===== src/rtl/wcm_pkg.sv =====
package wcm_pkg;
	localparam logic [6:0] HWC_ADDR = 7'h02;
	localparam logic [6:0] WDC_ADDR = 7'h03;
	localparam logic [6:0] CANC_ADDR = 7'h04;
	localparam int NUM_REGS = 3;
	localparam logic [15:0] HWC_POR = 16'h0000;
	localparam logic [15:0] HWC_SOFT_KEEP = 16'h0200;
	localparam logic [15:0] HWC_RESTART_KEEP = 16'h1240;
	localparam logic [15:0] HWC_RW_MASK = 16'h1e64;
	localparam int HWC_FAIL_SW_BIT = 5;
	localparam int HWC_STOP_UP_BIT = 2;
	localparam logic [15:0] WDC_POR = 16'h0014;
	localparam logic [15:0] WDC_RESTART = 16'h0004;
	localparam logic [15:0] WDC_RW_MASK = 16'h8077;
	localparam int WDC_BUS_WAKE_BIT = 4;
	localparam int WDC_CHECKSUM_BIT = 15;
	localparam int WDC_STOP_LO_BIT = 6;
	localparam int WDC_WINDOW_BIT = 5;
	localparam logic [15:0] CANC_POR = 16'h0020;
	localparam logic [15:0] CANC_RW_MASK = 16'h0007;
	localparam logic [2:0] CAN_NORMAL_LO = 3'h3;
	localparam logic [2:0] CAN_WAKE = 3'h1;
	localparam logic [2:0] CAN_FAILSAFE = 3'h1;
	localparam int CLK_MHZ = 100;
	localparam int WD_PERIOD_MS_0 = 10;
	localparam int WD_PERIOD_MS_1 = 20;
	localparam int WD_PERIOD_MS_2 = 50;
	localparam int WD_PERIOD_MS_3 = 100;
	localparam int WD_PERIOD_MS_4 = 200;
	localparam int WD_PERIOD_MS_5 = 500;
	localparam int WD_PERIOD_MS_6 = 1000;
	localparam int WD_PERIOD_MS_7 = 10000;
	typedef enum logic [3:0] {
		CAN_ST_OFF = 4'h1,
		CAN_ST_WAKE = 4'h2,
		CAN_ST_RECEIVE = 4'h4,
		CAN_ST_NORMAL = 4'h8
	} wcm_can_state_type;
endpackage : wcm_pkg


===== src/rtl/wcm_reg_word.sv =====
`timescale 1ns/1ps
`default_nettype none
// one 16-bit register with write mask and hardware override
module wcm_reg_word #(
	parameter logic [15:0] RESET_VAL = 16'h0000
) (
	// clock and reset
	input wire logic clk,
	input wire logic arst_n,
	// software write
	input wire logic wr_en,
	input wire logic [15:0] wr_mask,
	input wire logic [15:0] wr_data,
	// hardware update, wins over software
	input wire logic hw_en,
	input wire logic [15:0] hw_data,
	// stored value
	output logic [15:0] value
);
	typedef struct packed {
		logic [15:0] word;
	} wcm_word_state_type;
	wcm_word_state_type st_reg;
	wcm_word_state_type st_next;
	always_comb begin
		st_next = st_reg;
		if (wr_en) begin
			st_next.word = wr_data & wr_mask;
		end
		if (hw_en) begin
			st_next.word = hw_data;
		end
	end
	always_ff @(posedge clk or negedge arst_n) begin
		if (!arst_n) begin
			st_reg.word <= RESET_VAL;
		end else begin
			st_reg <= st_next;
		end
	end
	assign value = st_reg.word;
endmodule : wcm_reg_word
`default_nettype wire


===== src/rtl/wcm_regs.sv =====
`timescale 1ns/1ps
`default_nettype none
module wcm_regs
	import wcm_pkg::*;
(
	// clock and reset
	input wire logic clk,
	input wire logic arst_n,
	// register access port, word address, one-cycle strobes
	input wire logic [6:0] reg_addr,
	input wire logic reg_wr,
	input wire logic reg_rd,
	input wire logic [15:0] reg_wdata,
	output logic [15:0] reg_rdata,
	output logic reg_addr_err,
	// device mode events, one-cycle pulses
	input wire logic soft_reset,
	input wire logic restart_entry,
	input wire logic [1:0] restart_can_cause,
	input wire logic stop_to_normal,
	input wire logic sleep_entry,
	input wire logic failsafe_entry,
	input wire logic system_error_flag,
	// failure sources
	input wire logic failure_flag,
	input wire logic fail_pin_is_output,
	// watchdog and transceiver controls
	output logic fail_output,
	output logic wdog_checksum_bit,
	output logic wdog_stop_disable,
	output logic wdog_window_select,
	output logic wdog_start_on_bus_wake,
	output logic [2:0] wdog_period_select,
	output logic [31:0] wdog_period_cycles,
	output wcm_can_state_type can_state,
	output logic selective_wake
);
	function automatic logic [31:0] period_cycles(input logic [2:0] sel);
		int ms;
		ms = WD_PERIOD_MS_0;
		unique case (sel)
			3'h0: ms = WD_PERIOD_MS_0;
			3'h1: ms = WD_PERIOD_MS_1;
			3'h2: ms = WD_PERIOD_MS_2;
			3'h3: ms = WD_PERIOD_MS_3;
			3'h4: ms = WD_PERIOD_MS_4;
			3'h5: ms = WD_PERIOD_MS_5;
			3'h6: ms = WD_PERIOD_MS_6;
			3'h7: ms = WD_PERIOD_MS_7;
		endcase
		return 32'(ms * CLK_MHZ * 1000);
	endfunction : period_cycles

	// one-hot register select for a word address, all zero when unmapped
	function automatic logic [NUM_REGS-1:0] addr_select(input logic [6:0] a);
		logic [NUM_REGS-1:0] sel;
		sel = '0;
		unique case (a)
			HWC_ADDR: sel[0] = 1'b1;
			WDC_ADDR: sel[1] = 1'b1;
			CANC_ADDR: sel[2] = 1'b1;
			default: sel = '0;
		endcase
		return sel;
	endfunction : addr_select

	// read view of the bank; reserved watchdog bits never come back set
	function automatic logic [15:0] read_word(input logic [NUM_REGS-1:0] sel,
		input logic [15:0] hwc, input logic [15:0] wdc, input logic [15:0] canc);
		logic [15:0] w;
		w = 16'h0000;
		if (sel[0]) begin
			w = hwc;
		end
		if (sel[1]) begin
			w = wdc & WDC_RW_MASK;
		end
		if (sel[2]) begin
			w = canc;
		end
		return w;
	endfunction : read_word

	// transceiver state from the low mode bits; code 100 lands on off
	function automatic wcm_can_state_type can_state_of(input logic [1:0] lo);
		wcm_can_state_type s;
		s = CAN_ST_OFF;
		unique case (lo)
			2'h0: s = CAN_ST_OFF;
			2'h1: s = CAN_ST_WAKE;
			2'h2: s = CAN_ST_RECEIVE;
			2'h3: s = CAN_ST_NORMAL;
		endcase
		return s;
	endfunction : can_state_of

	typedef struct packed {
		logic [15:0] rdata;
		logic addr_err;
		logic fail_out;
		logic fail_held;
		logic [31:0] period;
	} wcm_state_type;
	wcm_state_type st_reg;
	wcm_state_type st_next;

	logic [15:0] hwc_q;
	logic [15:0] wdc_q;
	logic [15:0] canc_q;
	logic hwc_hw;
	logic wdc_hw;
	logic canc_hw;
	logic [15:0] hwc_hw_data;
	logic [15:0] wdc_hw_data;
	logic [15:0] canc_hw_data;
	logic [NUM_REGS-1:0] wr_sel;
	logic [NUM_REGS-1:0] rd_sel;
	logic sw_fail_req;
	logic [15:0] wr_masks [NUM_REGS];
	logic [15:0] hw_dats [NUM_REGS];
	logic [NUM_REGS-1:0] hw_ens;
	logic [15:0] vals [NUM_REGS];
	localparam logic [15:0] RST_VALS [NUM_REGS] = '{HWC_POR, WDC_POR, CANC_POR};

	// write strobes, at most one set; an unmapped address selects nothing
	always_comb begin
		wr_sel = '0;
		if (reg_wr) begin
			wr_sel = addr_select(reg_addr);
		end
	end

	// hardware updates to the hardware control register
	always_comb begin
		hwc_hw = 1'b0;
		hwc_hw_data = hwc_q;
		if (stop_to_normal) begin
			hwc_hw = 1'b1;
			// a write in the same cycle keeps its other bits
			hwc_hw_data = (wr_sel[0] ? (reg_wdata & HWC_RW_MASK) : hwc_q);
			hwc_hw_data[HWC_STOP_UP_BIT] = 1'b0;
		end
		if (restart_entry) begin
			hwc_hw = 1'b1;
			hwc_hw_data = hwc_q & HWC_RESTART_KEEP;
		end
		// soft reset is checked last so it wins over restart
		if (soft_reset) begin
			hwc_hw = 1'b1;
			hwc_hw_data = hwc_q & HWC_SOFT_KEEP;
		end
	end

	// watchdog control hardware updates
	always_comb begin
		wdc_hw = 1'b0;
		wdc_hw_data = wdc_q;
		if (restart_entry) begin
			wdc_hw = 1'b1;
			wdc_hw_data = WDC_RESTART;
			wdc_hw_data[WDC_BUS_WAKE_BIT] = wdc_q[WDC_BUS_WAKE_BIT];
		end
		if (soft_reset) begin
			wdc_hw = 1'b1;
			wdc_hw_data = WDC_POR;
		end
	end

	// can mode hardware updates
	always_comb begin
		canc_hw = 1'b0;
		canc_hw_data = canc_q;
		// later events win: sleep, fail-safe, restart, then soft reset
		if (sleep_entry && !system_error_flag && can_state_of(canc_q[1:0]) == CAN_ST_NORMAL) begin
			canc_hw = 1'b1;
			canc_hw_data = {canc_q[15:3], canc_q[2], CAN_WAKE[1:0]};
		end
		if (failsafe_entry) begin
			canc_hw = 1'b1;
			canc_hw_data = {13'h0000, CAN_FAILSAFE} | (canc_q & 16'h00e0);
			canc_hw_data[2] = 1'b0;
		end
		if (restart_entry) begin
			canc_hw = 1'b1;
			canc_hw_data = {14'h0000, restart_can_cause};
		end
		if (soft_reset) begin
			canc_hw = 1'b1;
			canc_hw_data = CANC_POR;
		end
	end

	assign wr_masks[0] = HWC_RW_MASK;
	assign wr_masks[1] = WDC_RW_MASK;
	assign wr_masks[2] = CANC_RW_MASK;
	assign hw_ens = {canc_hw, wdc_hw, hwc_hw};
	assign hw_dats[0] = hwc_hw_data;
	assign hw_dats[1] = wdc_hw_data;
	assign hw_dats[2] = canc_hw_data;

	// one storage word per register; hardware updates beat a same-cycle write
	genvar gi;
	generate
		for (gi = 0; gi < NUM_REGS; gi++) begin : g_regs
			wcm_reg_word #(
				.RESET_VAL(RST_VALS[gi])
			) u_word (
				.clk(clk),
				.arst_n(arst_n),
				.wr_en(wr_sel[gi]),
				.wr_mask(wr_masks[gi]),
				.wr_data(reg_wdata),
				.hw_en(hw_ens[gi]),
				.hw_data(hw_dats[gi]),
				.value(vals[gi])
			);
		end
	endgenerate
	assign hwc_q = vals[0];
	assign wdc_q = vals[1];
	assign canc_q = vals[2];
	assign rd_sel = addr_select(reg_addr);
	assign sw_fail_req = hwc_q[HWC_FAIL_SW_BIT] && fail_pin_is_output;

	always_comb begin
		st_next = st_reg;
		st_next.addr_err = 1'b0;
		if (reg_rd) begin
			st_next.rdata = read_word(rd_sel, hwc_q, wdc_q, canc_q);
			st_next.addr_err = rd_sel == '0;
		end
		if (reg_wr && wr_sel == '0) begin
			st_next.addr_err = 1'b1;
		end
		// failure term follows the status flag, so only clearing the flag drops it
		if (failure_flag) begin
			st_next.fail_held = 1'b1;
		end else begin
			st_next.fail_held = 1'b0;
		end
		// the held failure keeps the pin up whatever the software enable says
		st_next.fail_out = st_reg.fail_held || sw_fail_req;
		// count is registered so the period decode stays off the output path
		st_next.period = period_cycles(wdc_q[2:0]);
	end

	always_ff @(posedge clk or negedge arst_n) begin
		if (!arst_n) begin
			st_reg <= '0;
		end else begin
			st_reg <= st_next;
		end
	end

	assign can_state = can_state_of(canc_q[1:0]);

	assign selective_wake = canc_q[2] && canc_q[1:0] != 2'h0;
	assign reg_rdata = st_reg.rdata;
	assign reg_addr_err = st_reg.addr_err;
	assign fail_output = st_reg.fail_out;
	assign wdog_checksum_bit = wdc_q[WDC_CHECKSUM_BIT];
	assign wdog_stop_disable = wdc_q[WDC_STOP_LO_BIT] || hwc_q[HWC_STOP_UP_BIT];
	assign wdog_window_select = wdc_q[WDC_WINDOW_BIT];
	assign wdog_start_on_bus_wake = wdc_q[WDC_BUS_WAKE_BIT];
	assign wdog_period_select = wdc_q[2:0];
	assign wdog_period_cycles = st_reg.period;
endmodule : wcm_regs
`default_nettype wire


===== config.mk =====
export PLATFORM = sky130hd
export DESIGN_NAME = wcm_regs
export DESIGN_NICKNAME = d
export VERILOG_FILES = /design/src/rtl/wcm_pkg.sv /design/src/rtl/wcm_reg_word.sv /design/src/rtl/wcm_regs.sv
export SDC_FILE = /design/constraint.sdc
export NUM_CORES = 1
export LEC_CHECK = 0
export ABC_AREA = 1
export ABC_CLOCK_PERIOD_IN_PS = 11240
export BUFFER_PORTS_ARGS = -buffer_cell sky130_fd_sc_hd__buf_2
export CAP_MARGIN = 10
export CORE_MARGIN = 2
export CORE_UTILIZATION = 60
export CTS_CLUSTER_DIAMETER = 120
export CTS_CLUSTER_SIZE = 24
export DETAILED_ROUTE_END_ITERATION = 7
export PLACE_DENSITY = 0.79
export SYNTH_ARGS = -nofsm -noshare
export SYNTH_HDL_FRONTEND = slang
export SYNTH_SLANG_ARGS = --single-unit
export TNS_END_PERCENT = 50

===== constraint.sdc =====
create_clock -name clk -period 11.24 [get_ports clk]
set_input_delay 1.124 -clock clk [delete_from_list [all_inputs] [get_ports clk]]
set_output_delay 1.124 -clock clk [all_outputs]
set_load 0.01 [all_outputs]

==> metrics.md, run 1 <==
| Metric | Value |
|---|---|
| TritonCTS buffer count | 9 |
| Inst Count DP | 983 |
| Layout Area Growth over Synthesis | 6.94% |
| F_max | 130 MHz |
| Antenna viol nets, final | 0 |
| Routed WL per cell | 14.1 um |
| Most used cell, CP | nand2_1 |
| Die H | 111 um |
| Area of the mapped netlist | 0.00691 mm2 |
| Yosys top cell by area | dfrtp_1 |
| RePlAce Congestion | 0.898 |
| Worst setup path end | wdog_period_cycles[30] |
| DRC | 0 |
| Placed Area | 0.00710 mm2 |
| Total global-route track usage | 23.9% |
| Largest net degree at the start of global routing | 73 |
| Reg2reg start | g_regs[1].u_word.value[1] |
| Worst Hold Class | flop to flop |
| First-pass GRT wire length | 24100 um |
| Post-synth EDFFs | 0 |
| Cts hold-fix bufs | 0 |
| Crit share post-route | 68.5% |
| Worst reg-to-reg path cell count | 33 |
| Final Cell Area | 0.00739 mm2 |
| Max-cap viol count | 0 |
| Worst EP required | 11.51 ns |
| # rows | 39 |
| Worst-margin pin slew | 0.889 ns |
| CP max stage cell | dfrtp_1 |
| Max transition margin | 40.7% |
| Clock Root Buffer | clkbuf_16 |
| Fin crit period | 7.70 ns |
| Sum Neg Setup Slack | 0 ns |
| 1st-iter DRT viols | 415 |
| Final hold viol count | 0 |
| Syn Inst Count | 809 |
| Post-synth ARST share | 100% |
| Power density cells | 81.5 mW/mm2 |
| Total gr overflow | 0 |
| WL final | 14000 um |
| N_diodes | 0 |
| Ys Warns | 0 |
| Die ar. | 0.0124 mm2 |
| CP max FO | 13 |
| Slowest cell delay on critical path | 0.70 ns |
| Status | finished clean |
| Non-filler cells, final | 999 |
| Core Area | 0.0113 mm2 |
| PortBufs | 87 |
| CTS Sinks | 72 |
| Top FF cell, synth | dfrtp_1 |
| Skew-Pair Late Insertion Delay | 0.34 ns |
| Crit path from | g_regs[1].u_word.value[1] |
| I/O pin count | 99 |
| H-tree depth | 3 |
| Number of global-route vias before repair | 5134 |
| Final Skew | 0.00534 ns |
| Yosys reg bits | 72 |
| Layout cell share with drive strength beyond 1 | 16.0% |
| CP startpoint kind | flop |
| Vias | 5305 |
| Critical Path AT | 7.97 ns |
| First drt pass iteration count | 5 |
| Final nets | 1019 |
| Critical R2R Capture | wdog_period_cycles[30] |
| Clock transition at path regs | 0.06 ns |
| Total setup buffers inserted after CTS | 0 |
| Dpl hpwl | 11000 um |
| CTS max path bufs | 2 |
| Sequential element share of the synthesized area | 26.1% |
| Cts repair resizes | 0 |
| Final setup violation count | 0 |
| Initial antenna violation count | 0 |
| Via density | 5.31 |
| R2R setup slack | 3.54 ns |
| CTS tree | built |
| Worst IR Drop VDD | 74.7 uV |
| Initial core utilization | 61.0% |
| DIE WIDTH | 111 um |
| Worst setup path class | flop to flop |
| Synth top area cells | dfrtp_1 (25%), ha_1 (16%), fa_1 (12%) |
| Synthesized area per cell | 8.54 um2 |
| Top-area cell type share of the netlist area | 25.0% |
| Pleak | 4.13 nW |
| Largest register FFs | 27 |
| Unrepaired setup endpoints after global routing | false |
| Synth cell types | 55 |
| Pins Over Slew Limit | 0 |
| Nature of the critical path endpoint | flop |
worst min-delay path by stage:
stage               slack (ns)  depth (start not counted)        from          end
floorplan                 0.40                          1  st_reg[32]  fail_output
global placement          0.42                          1  st_reg[32]  fail_output
detailed placement        0.43                          1  st_reg[32]  fail_output
CTS                       0.45                          1  st_reg[32]  fail_output
global route              0.48                          1  st_reg[32]  fail_output
finish                    0.45                          1  st_reg[32]  fail_output
final cells by class:
class | count | area (um2)
flip-flops and latches | 72 | 1810
inverters | 155 | 587
clock buffers | 9 | 225
clock inverters | 7 | 62.6
well taps | 143 | 179
fillers | 936 | 3930
repair buffers | 88 | 443
multi-input cells | 525 | 4090
where the power goes:
part           switching (mW)  internal, mW
Sequential            0.00234         0.265
Combinational          0.0334        0.0201
Clock                   0.127         0.154
Total                   0.163         0.439
Yosys cell counts, types with 3 or more instances:
master	n
o21bai_1	8
o21ai_0	22
xor2_1	25
clkbuf_1	7
a21oi_1	27
o31ai_1	10
nand2_2	6
ha_1	91
nand3_1	32
xnor2_1	7
nor3_1	5
or2_2	3
nor2_1	55
inv_1	150
fa_1	40
o22ai_1	14
a21o_1	7
nand2_1	123
inv_2	4
dfstp_2	3
dfrtp_1	69
buf_4	51
nand4_1	5
buf_6	3
logic make-up after synthesis:
group                    share of synthesized area (%)
adder cells (fa/ha/maj)                           28.1
buffers and inverters                             15.1
flip-flops                                        26.1
other                                            0.109
AO/OA/AOI/OAI                                     10.3
AND/OR/NAND/NOR                                   15.4
XOR/XNOR                                          4.93
layout by cell type (no fill, tap or decap), types with 8 or more instances in the layout:
cell type and n:
o22ai_1 14, inv_1 150, ha_1 91, o21ai_0 22, fa_1 40, conb_1 8
a21oi_1 27, xor2_1 25, nor2_1 55, buf_2 87, nand2_1 123, clkbuf_16 9
o21bai_1 8, o31ai_1 10, nand3_1 32, dfrtp_1 69
worst max-delay path: cells and delay by family (launching register included):
family	cells	cell delay (ns)
AO/OA/AOI/OAI	4	0.75
XOR/XNOR	3	0.70
adder cells (fa/ha/maj)	10	3.81
buffers and inverters	7	0.66
flip-flops	1	0.70
AND/OR/NAND/NOR	9	1.00
metrics by stage:
stage	worst slack (ns)	utilization (%)	hold slack, ns	power [mW]
final	3.54	65.3	0.450	0.602
after global routing	2.99	65.3	0.483	0.625
after CTS	3.58	65.3	0.451	0.605
after detailed placement	3.63	62.7	0.434	0.326
after global placement	3.75	62.7	0.418	0.325
after floorplan	4.49	-	0.404	0.310
routing by layer:
layer | track usage [%] | vias up | part of all wire, %
met5 | 0 | - | 0
met4 | 7.16 | 0 | 1.8
met3 | 3.66 | 23 | 4.8
met2 | 38.7 | 123 | 48
met1 | 33.4 | 2557 | 45
li1 | - | 2602 | -
Note: power is estimated with default switching activity, not from simulation.
==> run 2: changes to the inputs <==
ABC_CLOCK_PERIOD_IN_PS = 7840   (was 11240)
CORE_UTILIZATION = 59   (was 60)
PLACE_DENSITY = 0.78   (was 0.79)
clock period = 7.84 ns   (was 11.24 ns; I/O delays follow)
==> metrics.md, run 2 (synthesis gave the netlist of run 1 again) <==
| Metric | Value |
|---|---|
| I/O pin count | 99 (unchanged) |
| Die ar. | 0.0126 mm2 (+1.6%) |
| H-tree depth | 3 (unchanged) |
| DRC | 0 (unchanged) |
| DIE WIDTH | 112 um (+0.81%) |
| # rows | 39 (unchanged) |
| Largest register FFs | 27 (unchanged) |
| Power density cells | 116 mW/mm2 (+43%) |
| Skew-Pair Late Insertion Delay | 0.34 ns (about the same) |
| Worst EP required | 8.07 ns (-3.44 ns) |
| RePlAce Congestion | 0.906 (+0.87%) |
| Largest net degree at the start of global routing | 73 (unchanged) |
| PortBufs | 87 (unchanged) |
| Pins Over Slew Limit | 0 (unchanged) |
| Sum Neg Setup Slack | 0 ns (unchanged) |
| Final setup violation count | 0 (unchanged) |
| Status | finished clean |
| CTS tree | built |
| Antenna viol nets, final | 0 (unchanged) |
| Initial antenna violation count | 0 (unchanged) |
| R2R setup slack | 0.54 ns (-3.00 ns) |
| Cts hold-fix bufs | 0 (unchanged) |
| Die H | 112 um (+0.81%) |
| CP max stage cell | fa_1 |
| Routed WL per cell | 14.0 um (-0.25%) |
| CP startpoint kind | flop |
| WL final | 14100 um (about the same) |
| Worst setup path class | flop to flop |
| Worst-margin pin slew | 0.902 ns (+0.0124 ns) |
| Crit share post-route | 93.1% (+25 points) |
| Max-cap viol count | 0 (unchanged) |
| Final worst slack | 0.540 ns (-3.00 ns) |
| Worst slack, placed | 0.386 ns (-3.25 ns) |
| Core Area | 0.0114 mm2 (+0.86%) |
| Nature of the critical path endpoint | flop |
| Clock Root Buffer | clkbuf_16 |
| Fin crit period | 7.30 ns (-0.401 ns) |
| Final hold viol count | 0 (unchanged) |
| Pleak | 4.15 nW (+0.40%) |
| Clock transition at path regs | 0.06 ns (about the same) |
| Unrepaired setup endpoints after global routing | false |
| CTS max path bufs | 2 (unchanged) |
| Critical Path AT | 7.53 ns (-0.44 ns) |
| Number of global-route vias before repair | 4953 (-3.5%) |
| Slowest cell delay on critical path | 0.57 ns (-0.13 ns) |
| Dpl hpwl | 11200 um (+1.7%) |
| Total global-route track usage | 23.3% (-0.52 points) |
| TritonCTS buffer count | 9 (unchanged) |
| Layout Area Growth over Synthesis | 7.43% |
| Final Skew | 0.00550 ns (+0.000162 ns) |
| F_max | 137 MHz (+5.5%) |
| First-pass GRT wire length | 23700 um (-1.3%) |
| Max transition margin | 39.9% (-0.83 points) |
| Layout cell share with drive strength beyond 1 | 16.4% (+0.41 points) |
| Worst IR Drop VDD | 126 uV (+69%) |
| N_diodes | 0 (unchanged) |
| Final nets | 1022 (+0.29%) |
| Hold Path Depth | 1 (unchanged) |
| First drt pass iteration count | 4 (-1) |
| CTS Sinks | 72 (unchanged) |
| Most used cell, CP | inv_1 |
| Worst reg-to-reg path cell count | 31 (-6.1%) |
| Commonest non-fill, non-tap cell in the layout | inv_1 |
| Worst Hold Class | flop to flop |
| 1st-iter DRT viols | 467 (+13%) |
| Vias | 5220 (-1.6%) |
| CP max FO | 13 (unchanged) |
| Most frequent cells in the layout | inv_1 (150), nand2_1 (123), ha_1 (91), buf_2 (87), dfrtp_1 (68) |
| Initial core utilization | 60.5% (-0.52 points) |
| Via density | 5.21 (-1.9%) |
| Total gr overflow | 0 (unchanged) |
## run 2: cell count changes in the layout (fill, tap and decap cells not counted), sizes merged
cell,previous run,this run
buf,88,91
clkinvlp,3,2
clkinv,0,1
## run 2: through the flow
step	area (um2)	util (%)	total power, mW	hold WS (ns)	cells
floorplan	6930	-	0.445	0.404	815
global placement	7120	62.4	0.466	0.427	986
detailed placement	7120	62.4	0.468	0.429	986
CTS	7410	64.9	0.868	0.446	1002
global route	7420	65.0	0.895	0.482	1002
finish	7420	65.0	0.862	0.446	1002
## run 2: path summary, 6_finish.rpt
path | start | endpoint
worst max register to register | g_regs[1].u_word.value[0] | wdog_period_cycles[31]
worst min register to register | st_reg[32] | fail_output
worst min-delay path | st_reg[32] | fail_output
worst max-delay path | g_regs[1].u_word.value[0] | wdog_period_cycles[31]
max in group asynchronous | arst_n | g_regs[1].u_word.value[0]
min in group asynchronous | arst_n | wdog_period_cycles[24]
## run 2: layout make-up
type	instances	area [um2]
repair buffers	91	465
clock buffers	9	225
multi-input cells	525	4100
fillers	963	4000
inverters	155	587
well taps	143	179
clock inverters	7	61.3
flip-flops and latches	72	1810
## run 2: repair_timing
item | in CTS | in global routing
gates resized for setup | 0 | 2
setup endpoints to repair | 0 | 5
hold endpoints to repair | 0 | 0
setup buffers | 0 | 0
## run 2: per-layer routing
metal  vias up  GRT usage [%]  share of wire (%)
met5         -              0                  0
met4         0           5.93                1.5
met3        21           3.67                3.5
met2        97           38.0                 48
met1      2489           33.0                 47
li1       2613              -                  -
## run 2: where the power goes
| part | total, mW | leakage [nW] | internal (mW) | switching [mW] |
|---|---|---|---|---|
| clock network | 0.402 | 0.135 | 0.220 | 0.181 |
| registers | 0.383 | 0.939 | 0.380 | 0.00310 |
| logic | 0.0774 | 3.08 | 0.0288 | 0.0486 |
## run 2: critical path, delay by kind of cell (launching register included)
family / cells / cell delay (ns)
fa+ha+maj: 10 / 3.98
simple gates: 8 / 1.25
buf+inv: 8 / 0.70
xor+xnor: 2 / 0.30
flops: 1 / 0.52
compound gates: 3 / 0.44
==> run 3: changes to the inputs <==
CORE_UTILIZATION = 35   (was 59)
PLACE_DENSITY = 0.49   (was 0.78)
==> metrics.md, run 3 (synthesis gave the netlist of run 1 again) <==
| Metric | Value |
|---|---|
| 1st-iter DRT viols | 184 (-61%) |
| Largest register FFs | 27 (unchanged) |
| Layout Area Growth over Synthesis | 9.74% |
| Pint | 0.630 mW (about the same) |
| Cts repair resizes | 0 (unchanged) |
| Final hold viol count | 0 (unchanged) |
| Slowest cell delay on critical path | 0.76 ns (+0.19 ns) |
| Crit share post-route | 92.8% (-0.31 points) |
| Fin util | 39.1% (-26 points) |
| Worst-margin pin slew | 0.877 ns (-0.0246 ns) |
| PortBufs | 87 (unchanged) |
| First drt pass iteration count | 4 (unchanged) |
| Commonest non-fill, non-tap cell in the layout | inv_1 |
| RePlAce Congestion | 0.809 (-11%) |
| Power density cells | 115 mW/mm2 (-1.3%) |
| Crit path from | g_regs[1].u_word.value[2] |
| Worst setup path class | flop to flop |
| First-pass GRT wire length | 24700 um (+4.1%) |
| Initial antenna violation count | 0 (unchanged) |
| Total setup buffers inserted after CTS | 0 (unchanged) |
| Antenna viol nets, final | 0 (unchanged) |
| Final Cell Area | 0.00758 mm2 (+2.2%) |
| Overall power | 0.869 mW (+0.82%) |
| CP startpoint kind | flop |
| Sum Neg Setup Slack | 0 ns (unchanged) |
| Worst Hold Class | input pin to async pin |
| Initial core utilization | 35.6% (-25 points) |
| Pins Over Slew Limit | 0 (unchanged) |
| Max-cap viol count | 0 (unchanged) |
| Comb pwr share | 9.0% (about the same) |
| Worst EP required | 8.12 ns (+0.05 ns) |
| Sw Share | 27.5% (+0.52 points) |
| # rows | 51 (+31%) |
| Worst IR Drop VDD | 79.2 uV (-37%) |
| Dpl hpwl | 12500 um (+12%) |
| Reg power frac | 44.1% (-0.3 points) |
| CP max stage cell | dfstp_2 |
| CTS tree | built |
| H-tree depth | 3 (unchanged) |
| Status | finished clean |
| Layout cell share with drive strength beyond 1 | 16.5% (+0.078 points) |
| F_max | 137 MHz (+0.33%) |
| Inst Count DP | 1110 (+13%) |
| Worst reg-to-reg path cell count | 33 (+6.5%) |
| Core Area | 0.0194 mm2 (+70%) |
| CP max FO | 11 (-2) |
| Reg2reg start | g_regs[1].u_word.value[2] |
| Critical R2R Capture | wdog_period_cycles[30] |
| Skew-Pair Late Insertion Delay | 0.35 ns (about the same) |
| Critical Path AT | 7.55 ns (+0.02 ns) |
| Most frequent cells in the layout | inv_1 (150), nand2_1 (123), ha_1 (91), buf_2 (86), dfrtp_1 (69) |
| Final Skew | 0.00671 ns (+0.00121 ns) |
| WL final | 15500 um (+11%) |
| Final nets | 1024 (+0.20%) |
| Vias | 5136 (-1.6%) |
| I/O pin count | 99 (unchanged) |
| Die H | 144 um (+29%) |
| Psw | 0.239 mW (+2.8%) |
| CTS max path bufs | 2 (unchanged) |
| Via density | 4.56 (-12%) |
| CTS Sinks | 72 (unchanged) |
| Number of global-route vias before repair | 4892 (-1.2%) |
| Max transition margin | 41.5% (+1.6 points) |
| Fin crit period | 7.28 ns (-0.0242 ns) |
| Non-filler cells, final | 1126 (+12%) |
| Worst setup path end | wdog_period_cycles[30] |
| Clock Root Buffer | clkbuf_16 |
| Clock power frac | 47.0% (+0.4 points) |
| N_diodes | 0 (unchanged) |
| Number of fill cells | 2079 (+120%) |
| Pleak | 4.16 nW (+0.30%) |
| DIE WIDTH | 144 um (+29%) |
| Most used cell, CP | nand2_1 |
| Cts hold-fix bufs | 0 (unchanged) |
| Final setup violation count | 0 (unchanged) |
| Clock transition at path regs | 0.07 ns (about the same) |
| Total global-route track usage | 15.4% (-7.9 points) |
| Unrepaired setup endpoints after global routing | false |
| Total gr overflow | 0 (unchanged) |
| R2R setup slack | 0.56 ns (+0.02 ns) |
| Nature of the critical path endpoint | flop |
| Die ar. | 0.0209 mm2 (+66%) |
| TritonCTS buffer count | 9 (unchanged) |
| Routed WL per cell | 13.8 um (-1.6%) |
| Largest net degree at the start of global routing | 53 (-27%) |
| Placed Area | 0.00729 mm2 (+2.4%) |
| DRC | 0 (unchanged) |
-- run 3: area by class of cell --
type / count / area [um2] / area share, %
clock buffer: 9 / 225 / 2.97
clock inverter: 7 / 63.8 / 0.842
inverter: 155 / 587 / 7.74
tap: 265 / 332 / 4.37
sequential: 72 / 1810 / 23.8
multi-input combinational: 525 / 4090 / 53.9
timing repair buffer: 93 / 483 / 6.37
-- run 3: through the flow --
| step | worst slack (ns) | hold WS (ns) |
|---|---|---|
| finish | 0.564 | 0.313 |
| global route | 0.119 | 0.319 |
| CTS | 0.570 | 0.313 |
| detailed placement | 0.591 | 0.419 |
| global placement | 0.625 | 0.410 |
| floorplan | 1.09 | 0.404 |
-- run 3: power groups by stage --
stage | clock network, mW | logic (mW) | registers [mW]
after global routing | 0.439 | 0.0888 | 0.384
after detailed placement | 0 | 0.0797 | 0.390
after floorplan | 0 | 0.0546 | 0.390
after global placement | 0 | 0.0796 | 0.390
after CTS | 0.423 | 0.0800 | 0.383
final | 0.408 | 0.0779 | 0.383
-- run 3: worst min-delay path by stage --
stage	startpoint	end	slack, ns	depth (start not counted)
after floorplan	st_reg[32]	fail_output	0.40	1
after global placement	st_reg[32]	fail_output	0.41	1
after detailed placement	st_reg[32]	fail_output	0.42	1
after CTS	arst_n	wdog_period_cycles[30]	0.31	1
after global routing	arst_n	wdog_period_cycles[30]	0.32	1
final	arst_n	wdog_period_cycles[31]	0.31	1
-- run 3: routing by layer --
layer / GRT usage (%) / wire [um] / vias to the layer above
li1: - / - / 2610
met1: 22.4 / 7500 / 2447
met2: 23.7 / 7220 / 68
met3: 2.52 / 627 / 11
met4: 4.45 / 182 / 0
met5: 0 / 0 / -
-- run 3: worst max-delay path: cells and delay by family (launching register included) --
kind / cells / cell delay (ns)
flip-flops: 1 / 0.76
buffers and inverters: 5 / 0.41
AO/OA/AOI/OAI: 5 / 0.93
adder cells (fa/ha/maj): 9 / 3.29
XOR/XNOR: 3 / 0.58
AND/OR/NAND/NOR: 11 / 1.21
